==> src/shared/mpmp_pkg.sv <==
/*
 muxed parallel memory port: shared constants, state encoding.
 assumes a single 50 MHz system clock and synchronous active-high reset.
*/
package mpmp_pkg;
    // --------------------------------------------------------------
    // widths and timing
    // --------------------------------------------------------------
    localparam int AD_W         = 16;
    localparam int ADDR_W       = 24;
    localparam int UP_LSB       = 8;
    localparam int UP_W         = 16;
    localparam int CLK_NS       = 20;
    localparam int STRB_NS      = 40;
    localparam int STRB_CYC     = (STRB_NS + CLK_NS - 1) / CLK_NS;
    localparam int ALE_CYC      = 1;
    localparam logic [15:0] UP_RST = 16'hffff;
    localparam logic        ALE_POL_RST = 1'b1;
    localparam logic [3:0]  CNT_ONE = 4'h1;

    // --------------------------------------------------------------
    // port sequencer states
    // --------------------------------------------------------------
    typedef enum logic [2:0] {
        ST_IDLE  = 3'b000,
        ST_ADDR  = 3'b001,
        ST_STRB  = 3'b010,
        ST_HOLD  = 3'b011,
        ST_DONE  = 3'b100
    } mpmp_state_type;
endpackage : mpmp_pkg
==> src/rtl/mpmp_port.sv <==
/*
 muxed parallel memory port top: one access at a time over a 16-pin
 address/data bus with address latch strobe and read/write strobes.
 assumes an external latch on the strobe and synchronous memory inputs.
*/
// Behaviour
// - sixteen pins carry address or data; latch strobe marks address phases
// - 8-bit or 16-bit transfer width chosen by configuration
// - 8-bit mode pulses latch strobe when upper 16 address bits change
// - read strobe low during every read, high otherwise
// - write strobe low during every write, high otherwise
// - flag mode keeps read and write strobes inactive
// - latch strobe active high after reset, polarity programmable, idle in flag mode
`timescale 1ns/1ps
module mpmp_port
    import mpmp_pkg::*;
#(
    parameter int STRB_CYCLES = STRB_CYC
)(
    input  wire logic              I_CLK,
    input  wire logic              I_SYS_RST,
    input  wire logic              I_CE,
    input  wire logic              I_FLAG_MODE,
    input  wire logic              I_ALE_ACT_LOW,
    input  wire logic              I_WIDTH16,
    input  wire logic              I_REQ,
    input  wire logic              I_WRITE,
    input  wire logic [ADDR_W-1:0] I_ADDR,
    input  wire logic [AD_W-1:0]   I_WDATA,
    input  wire logic [AD_W-1:0]   I_AD_IN,
    output logic                   O_BUSY,
    output logic                   O_DONE,
    output logic [AD_W-1:0]        O_RDATA,
    output logic [AD_W-1:0]        O_AD_OUT,
    output logic                   O_AD_OE_N,
    output logic                   O_ALE,
    output logic                   O_RD_N,
    output logic                   O_WR_N
);
    mpmp_state_type    st_q, st_d;
    logic [3:0]        cnt_q, cnt_d;
    logic              wr_q, wr_d, oe_n_q, oe_n_d, done_q, done_d;
    logic [ADDR_W-1:0] addr_q, addr_d;
    logic [AD_W-1:0]   dat_q, dat_d, ad_q, ad_d, rdat_q, rdat_d;
    logic [UP_W-1:0]   up_q, up_d;
    logic              up_vld_q, up_vld_d;
    logic              ale_ph, rd_ph, wr_ph;

    // --------------------------------------------------------------
    // sequencer
    // --------------------------------------------------------------
    always_comb begin
        st_d     = st_q;
        cnt_d    = cnt_q;
        wr_d     = wr_q;
        addr_d   = addr_q;
        dat_d    = dat_q;
        ad_d     = ad_q;
        oe_n_d   = oe_n_q;
        rdat_d   = rdat_q;
        done_d   = 1'b0;
        up_d     = up_q;
        up_vld_d = up_vld_q;
        case (st_q)
            ST_IDLE: begin
                oe_n_d = 1'b1;
                if (I_REQ && !I_FLAG_MODE) begin
                    wr_d   = I_WRITE;
                    addr_d = I_ADDR;
                    dat_d  = I_WDATA;
                    // 8-bit mode skips the address phase if upper bits unchanged
                    if (!I_WIDTH16 && up_vld_q && I_ADDR[UP_LSB +: UP_W] == up_q) begin
                        st_d   = ST_STRB;
                        cnt_d  = 4'(STRB_CYCLES);
                        ad_d   = {8'h00, I_ADDR[UP_LSB-1:0]};
                        // a read leaves the pins to the memory while its strobe is low
                        oe_n_d = !I_WRITE;
                    end else begin
                        st_d   = ST_ADDR;
                        cnt_d  = 4'(ALE_CYC);
                        ad_d   = I_WIDTH16 ? I_ADDR[AD_W-1:0] : I_ADDR[UP_LSB +: UP_W];
                        oe_n_d = 1'b0;
                    end
                end
            end
            ST_ADDR: begin
                if (cnt_q == CNT_ONE) begin
                    st_d     = ST_STRB;
                    cnt_d    = 4'(STRB_CYCLES);
                    up_d     = addr_q[UP_LSB +: UP_W];
                    up_vld_d = !I_WIDTH16;
                    // 8-bit writes show the low address byte first; a read releases the pins
                    ad_d     = (wr_q && I_WIDTH16) ? dat_q : {8'h00, addr_q[UP_LSB-1:0]};
                    oe_n_d   = !wr_q;
                end else begin
                    cnt_d = cnt_q - CNT_ONE;
                end
            end
            ST_STRB: begin
                if (wr_q) begin
                    ad_d   = I_WIDTH16 ? dat_q : {8'h00, dat_q[7:0]};
                    oe_n_d = 1'b0;
                end else begin
                    oe_n_d = 1'b1;
                end
                if (cnt_q == CNT_ONE) begin
                    st_d = ST_HOLD;
                    if (!wr_q) begin
                        rdat_d = I_WIDTH16 ? I_AD_IN : {8'h00, I_AD_IN[7:0]};
                    end
                end else begin
                    cnt_d = cnt_q - CNT_ONE;
                end
            end
            ST_HOLD: begin
                st_d   = ST_DONE;
                oe_n_d = 1'b1;
            end
            ST_DONE: begin
                st_d   = ST_IDLE;
                done_d = 1'b1;
            end
            default: begin
                st_d   = ST_IDLE;
                oe_n_d = 1'b1;
            end
        endcase
        // flag mode drops the remembered upper address, forcing a new latch
        if (I_FLAG_MODE) begin
            up_vld_d = 1'b0;
        end
    end

    always_ff @(posedge I_CLK) begin
        if (I_SYS_RST) begin
            st_q     <= ST_IDLE;
            cnt_q    <= 4'h0;
            wr_q     <= 1'b0;
            addr_q   <= '0;
            dat_q    <= '0;
            ad_q     <= '0;
            oe_n_q   <= 1'b1;
            rdat_q   <= '0;
            done_q   <= 1'b0;
            up_q     <= UP_RST;
            up_vld_q <= 1'b0;
        end else if (I_CE) begin
            st_q     <= st_d;
            cnt_q    <= cnt_d;
            wr_q     <= wr_d;
            addr_q   <= addr_d;
            dat_q    <= dat_d;
            ad_q     <= ad_d;
            oe_n_q   <= oe_n_d;
            rdat_q   <= rdat_d;
            done_q   <= done_d;
            up_q     <= up_d;
            up_vld_q <= up_vld_d;
        end
    end

    // --------------------------------------------------------------
    // phases to pins
    // --------------------------------------------------------------
    assign ale_ph = (st_d == ST_ADDR);
    assign rd_ph  = (st_d == ST_STRB) && !wr_d;
    assign wr_ph  = (st_d == ST_STRB) && wr_d;

    mpmp_strobe_gen u_strobe (
        .i_clk       (I_CLK),
        .i_rst       (I_SYS_RST),
        .i_ce        (I_CE),
        .i_flag_mode (I_FLAG_MODE),
        .i_ale_pol   (!I_ALE_ACT_LOW),
        .i_ale_phase (ale_ph),
        .i_rd_phase  (rd_ph),
        .i_wr_phase  (wr_ph),
        .o_ale       (O_ALE),
        .o_rd_n      (O_RD_N),
        .o_wr_n      (O_WR_N)
    );

    assign O_BUSY    = (st_q != ST_IDLE);
    assign O_DONE    = done_q;
    assign O_RDATA   = rdat_q;
    assign O_AD_OUT  = ad_q;
    assign O_AD_OE_N = oe_n_q;

    // --------------------------------------------------------------
    // checks
    // --------------------------------------------------------------
    // strobes are registered from the next state, so they match st_q at the same edge
    AST_RST_IDLE: assert property (@(posedge I_CLK)
        ($past(I_SYS_RST) && !I_SYS_RST) |-> (O_AD_OE_N && O_RD_N && O_WR_N))
        else $error("pins not idle after reset");
    AST_RD_PULSE: assert property (@(posedge I_CLK) disable iff (I_SYS_RST)
        ($past(I_CE) && !$past(I_FLAG_MODE) && st_q == ST_STRB && !wr_q) |-> !O_RD_N)
        else $error("read strobe not low in read");
    AST_WR_PULSE: assert property (@(posedge I_CLK) disable iff (I_SYS_RST)
        ($past(I_CE) && !$past(I_FLAG_MODE) && st_q == ST_STRB && wr_q) |-> !O_WR_N)
        else $error("write strobe not low in write");
    AST_NO_BOTH: assert property (@(posedge I_CLK) disable iff (I_SYS_RST)
        !(!O_RD_N && !O_WR_N))
        else $error("read and write both active");
    AST_IDLE_HIGH: assert property (@(posedge I_CLK) disable iff (I_SYS_RST)
        (st_q == ST_IDLE && $past(st_q) == ST_IDLE) |-> (O_RD_N && O_WR_N))
        else $error("strobe active while idle");
    AST_UP_CHANGE: assert property (@(posedge I_CLK) disable iff (I_SYS_RST)
        (I_CE && st_q == ST_IDLE && I_REQ && !I_FLAG_MODE && !I_WIDTH16
         && I_ADDR[UP_LSB +: UP_W] != up_q) |=> st_q == ST_ADDR)
        else $error("upper address change without latch phase");
    AST_ALE_POL: assert property (@(posedge I_CLK) disable iff (I_SYS_RST)
        (I_CE && st_q == ST_ADDR && !I_FLAG_MODE && !I_ALE_ACT_LOW
         && $past(I_CE) && !$past(I_ALE_ACT_LOW)) |-> O_ALE)
        else $error("latch strobe not high in address phase");
    AST_ADDR_ON_BUS: assert property (@(posedge I_CLK) disable iff (I_SYS_RST)
        (st_q == ST_ADDR) |-> !O_AD_OE_N)
        else $error("address phase with bus released");
    AST_RD_RELEASED: assert property (@(posedge I_CLK) disable iff (I_SYS_RST)
        !O_RD_N |-> O_AD_OE_N)
        else $error("bus driven while memory reads");
    AST_FLAG_NO_TAKE: assert property (@(posedge I_CLK) disable iff (I_SYS_RST)
        (I_CE && st_q == ST_IDLE && I_FLAG_MODE) |=> st_q == ST_IDLE)
        else $error("access taken in flag mode");
endmodule : mpmp_port

==> src/rtl/mpmp_strobe_gen.sv <==
/*
 strobe generator: turns the sequencer phase into the read, write and
 address-latch pin levels. assumes phase inputs are decoded unregistered from the next state.
*/
`timescale 1ns/1ps
module mpmp_strobe_gen
    import mpmp_pkg::*;
(
    input  wire logic i_clk,
    input  wire logic i_rst,
    input  wire logic i_ce,
    input  wire logic i_flag_mode,
    input  wire logic i_ale_pol,
    input  wire logic i_ale_phase,
    input  wire logic i_rd_phase,
    input  wire logic i_wr_phase,
    output logic      o_ale,
    output logic      o_rd_n,
    output logic      o_wr_n
);
    logic ale_q, ale_d, rd_n_q, rd_n_d, wr_n_q, wr_n_d;

    // --------------------------------------------------------------
    // next pin levels
    // --------------------------------------------------------------
    always_comb begin
        ale_d  = i_flag_mode ? ~i_ale_pol : (i_ale_phase ? i_ale_pol : ~i_ale_pol);
        rd_n_d = ~(i_rd_phase && !i_flag_mode);
        wr_n_d = ~(i_wr_phase && !i_flag_mode);
    end

    always_ff @(posedge i_clk) begin
        if (i_rst) begin
            ale_q  <= ALE_POL_RST ? 1'b0 : 1'b1;
            rd_n_q <= 1'b1;
            wr_n_q <= 1'b1;
        end else if (i_ce) begin
            ale_q  <= ale_d;
            rd_n_q <= rd_n_d;
            wr_n_q <= wr_n_d;
        end
    end

    assign o_ale  = ale_q;
    assign o_rd_n = rd_n_q;
    assign o_wr_n = wr_n_q;

    AST_FLAG_IDLE: assert property (@(posedge i_clk) disable iff (i_rst)
        (i_flag_mode && i_ce) |=> (rd_n_q && wr_n_q && ale_q == ~$past(i_ale_pol)))
        else $error("strobes active in flag mode");
endmodule : mpmp_strobe_gen

==> config.mk <==
export PLATFORM = sky130hd
export DESIGN_NAME = mpmp_port
export DESIGN_NICKNAME = d
export VERILOG_FILES = /design/src/shared/mpmp_pkg.sv /design/src/rtl/mpmp_port.sv /design/src/rtl/mpmp_strobe_gen.sv
export SDC_FILE = /design/constraint.sdc
export NUM_CORES = 1
export LEC_CHECK = 0
export BUFFER_PORTS_ARGS = -buffer_cell sky130_fd_sc_hd__buf_2
export CORE_UTILIZATION = 35
export CTS_CLUSTER_DIAMETER = 30
export CTS_CLUSTER_SIZE = 30
export DETAILED_ROUTE_END_ITERATION = 8
export PLACE_DENSITY_LB_ADDON = 0.12
export SLEW_MARGIN = 30
export SYNTH_ARGS = -nofsm -noshare
export SYNTH_HDL_FRONTEND = slang
export SYNTH_SLANG_ARGS = --single-unit
==> constraint.sdc <==
create_clock -name I_CLK -period 3 [get_ports I_CLK]
set_clock_uncertainty 0.15 [all_clocks]
set_input_delay 0.15 -clock I_CLK [delete_from_list [all_inputs] [get_ports I_CLK]]
set_output_delay 0.15 -clock I_CLK [all_outputs]
set_load 0.02 [all_outputs]
==> metrics.log <==
[metrics] run status: finished, final reports clean
[metrics] library cell occupying the most area in the post-synthesis netlist: sky130_fd_sc_hd__dfxtp_1
[metrics] number of setup violations in the final report: 0
[metrics] number of buffers created by CTS: 9
[metrics] sum of negative setup slack: 0 ns
[metrics] total number of clock tree sinks: 102
[metrics] number of enable-type register cells in the synthesized netlist: 0
[metrics] count of cells resized by post-cts repair: 0
[metrics] die boundary height: 116 um
[metrics] diodes inserted: 0
[metrics] combinational power share: 0.150
[metrics] Final GP Congestion: 0.860
[metrics] Warnings, synthesis: 0
[metrics] core footprint: 12700 um^2
[metrics] hold violation count in the final report: 0
[metrics] average vias per placed instance: 5.07
[metrics] average wire per cell in the routed design: 15.1 um
[metrics] Leak: 2.41 nW
[metrics] cell-internal power: 2.47 mW
[metrics] Worst VDD drop: 0.353 mV
[metrics] uppermost routed layer: met4
[metrics] count of cells along the worst register-to-register path: 6
[metrics] Synth Area per Inst: 8.03 um^2
[metrics] fraction of synthesized cell area taken by the top area cell type: 0.448
[metrics] metal1 wirelength: 6.26 mm
[metrics] fraction of layout cells with a size suffix above 1: 0.209
[metrics] Residual DRC: 0
[metrics] R2R Path End: O_AD_OUT[3]
[metrics] Pwr Density: 544 nW/um^2
[metrics] Hold Path Origin: I_CE
[metrics] DRT antenna net count: 0
[metrics] worst rel slew slack: 0.447
[metrics] GRT Overall Usage: 0.210
[metrics] transition time of the tightest slew-check pin: 0.830 ns
[metrics] power spent charging and discharging nets: 856 uW
[metrics] number of cells on the worst hold path: 3
[metrics] time the worst path needs with I/O delays and setup: 2.46 ns
[metrics] Clock Pin Slew Worst Setup and Hold Paths: 0.07 ns
[metrics] minimum setup slack in the final design: 0.542 ns
[metrics] CTS root buffer: sky130_fd_sc_hd__clkbuf_16
[metrics] total I/O pin count: 102
[metrics] number of vias in the routed layout: 4479
[metrics] sequential cell fraction of total power: 0.441
[metrics] Crit Reg-Reg Startpoint: st_q[0]
[metrics] Slew Limit Fails: 0
[metrics] post-synthesis net count: 633
[metrics] overall power consumption: 3.33 mW
[metrics] Pre-Repair DR Iteration Count: 5
[metrics] Max clock buf depth: 2
[metrics] dominant cells by area after synthesis: sky130_fd_sc_hd__dfxtp_1 45%, sky130_fd_sc_hd__nand2_1 12%, sky130_fd_sc_hd__a21oi_1 7.5%
[metrics] required time of the critical path: 3.10 ns
[metrics] worst min path class: input pin to register
[metrics] Worst Setup End Kind: register
[metrics] Met2 Routed Length: 6.25 mm
[metrics] worst setup path class: register to register
[metrics] Die Width: 116 um
[metrics] synthesized flop and latch total: 102
[metrics] layout overhead on the synthesized area: 34.3%
[metrics] period utilisation layout: 0.819
[metrics] largest net degree at the start of global routing: 71
[metrics] latest clock arrival within the worst-skew pair: 0.36 ns
[metrics] Synth Flop Type: sky130_fd_sc_hd__dfxtp_1
[metrics] critical path peak fanout: 18
[metrics] met3 WL post-DR: 585 um
[metrics] fillers: 1259
[metrics] R2R Setup Slk: 0.54 ns
[metrics] number of antenna violations at the first check in global routing: 0
[metrics] Remaining Overflow, GRT: 0
[metrics] Initial DRC Count: 240
[metrics] area of placed instances: 5180 um^2
[metrics] switching share of total power: 0.257
[metrics] std cell rows: 41
[metrics] Post-synth ARST share: 0
[metrics] unrepaired setup endpoints after global routing: false
[metrics] die footprint: 13500 um^2
[metrics] cell area after technology mapping: 4550 um^2
[metrics] cell area after layout: 6110 um^2
[metrics] max-capacitance violation count: 0
[metrics] initial core utilization: 0.359
[metrics] achievable clock frequency: 407 MHz
[metrics] final net count: 773
[metrics] hpwl dp: 8.68 mm
[metrics] clock group share of total power: 0.409
[metrics] most common cell in the synthesized netlist: sky130_fd_sc_hd__nand2_1
[metrics] final routed wirelength across all metal layers: 13.3 mm
[metrics] portion of the post-synthesis area used by sequential elements: 0.448
[metrics] sink of the worst hold path: st_q[0]
[metrics] vias in the first global route: 4289
[metrics] Mapped Cells: 567
[metrics] clock tree from TritonCTS: done
[metrics] top cell types by occurrence after synthesis: 147 x sky130_fd_sc_hd__nand2_1, 102 x sky130_fd_sc_hd__dfxtp_1, 68 x sky130_fd_sc_hd__a21oi_1, 27 x sky130_fd_sc_hd__clkbuf_1, 27 x sky130_fd_sc_hd__nand3_1
[metrics] global-route wire length before repair: 21.5 mm
[metrics] Distinct cells, synth: 46
[metrics] Port Buffer Count: 101
[metrics] setup slack after placement: 0.606 ns
[metrics] arrival time at the worst endpoint: 2.56 ns
[metrics] depth of the CTS H-tree: 3
[metrics] element type at the critical path start: register
cell usage in the layout (no fill, tap or decap), drive strengths merged, types with 5 or more instances in the layout:
cell / Yosys / final
a21oi: 70 / 70
nand2: 147 / 147
clkbuf: 27 / 11
dfxtp: 102 / 102
a211oi: 5 / 5
o21ai: 29 / 29
dlygate4sd3: 0 / 58
buf: 13 / 111
nor2b: 5 / 5
nor3: 8 / 8
mux2: 16 / 16
nand3: 27 / 27
a221oi: 15 / 15
xnor2: 15 / 15
o2111ai: 14 / 14
nand2b: 5 / 5
nor2: 25 / 25
inv: 5 / 5
cell type report:
cell class | instances | area (um^2) | share of cell area
sequential | 102 | 2040 | 0.334
tap | 172 | 215 | 0.0352
clock inverter | 5 | 106 | 0.0174
inverter | 5 | 18.8 | 0.00307
timing repair buffer | 169 | 1160 | 0.190
clock buffer | 11 | 243 | 0.0397
multi-input combinational | 420 | 2330 | 0.381
kinds of logic (layout without fill, tap and decap cells):
| group | after synthesis | in the layout | synth area share |
|---|---|---|---|
| and+or+nand+nor | 236 | 236 | 0.227 |
| muxes | 16 | 16 | 0.0396 |
| DFF | 102 | 102 | 0.448 |
| AOI/OAI and AO/OA | 148 | 148 | 0.205 |
| adders and majority gates | 2 | 2 | 0.00550 |
| xor gates and xnor gates | 18 | 18 | 0.0346 |
| buffers and inverters | 45 | 190 | 0.0404 |
routing by layer:
layer / vias up / track usage
met4: 0 / 0.0795
met2: 109 / 0.340
met3: 17 / 0.0523
li1: 2254 / -
met5: - / 0
met1: 2099 / 0.269
power by group through the flow:
stage	sequential (mW)	combinational, mW	clock, mW
5_1_grt	1.47	0.547	1.44
4_1_cts	1.47	0.499	1.40
6_report	1.47	0.499	1.36
3_5_place_dp	1.50	0.441	0
3_3_place_gp	1.49	0.433	0
2_1_floorplan	1.52	0.242	0
sequential cells by signal, summed over array words and instances (netlist names), 3 cells and up:
name	cells
st_q	3
up_q	16
dat_q	16
O_AD_OUT	16
cnt_q	4
O_RDATA	16
addr_q	24
worst max-delay path by stage:
stage,start,endpoint,slack (ns),depth (start not counted)
after floorplan,cnt_q[1],O_RDATA[6],0.93,9
after global placement,st_q[0],O_AD_OUT[3],0.66,6
after detailed placement,st_q[0],O_AD_OUT[3],0.61,6
after CTS,st_q[0],O_AD_OUT[3],0.57,6
after global routing,cnt_q[1],up_vld_q,0.40,8
final,st_q[0],O_AD_OUT[3],0.54,6
stage by stage:
stage                      util  std cells  hold WS, ns
final                     0.482        884       0.0558
after global routing      0.482        884       0.0878
after CTS                 0.482        884       0.0431
after detailed placement  0.409        810        0.246
after global placement    0.409        810        0.241
after floorplan               -        567        0.136
worst max-delay path, cell delays in order (launching register included):
cell and delay [ns]:
sky130_fd_sc_hd__dfxtp_1 0.46, sky130_fd_sc_hd__nor2b_1 0.45, sky130_fd_sc_hd__o21bai_2 0.35, sky130_fd_sc_hd__a32o_1 0.35, sky130_fd_sc_hd__a211o_1 0.30, sky130_fd_sc_hd__a211oi_1 0.21, sky130_fd_sc_hd__nor2_1 0.07
repair_timing:
action | in CTS | in global routing
hold endpoints to repair | 58 | 0
hold buffers | 58 | 0
buffers inserted | 0 | 0
(Power assumes the default switching activity.)
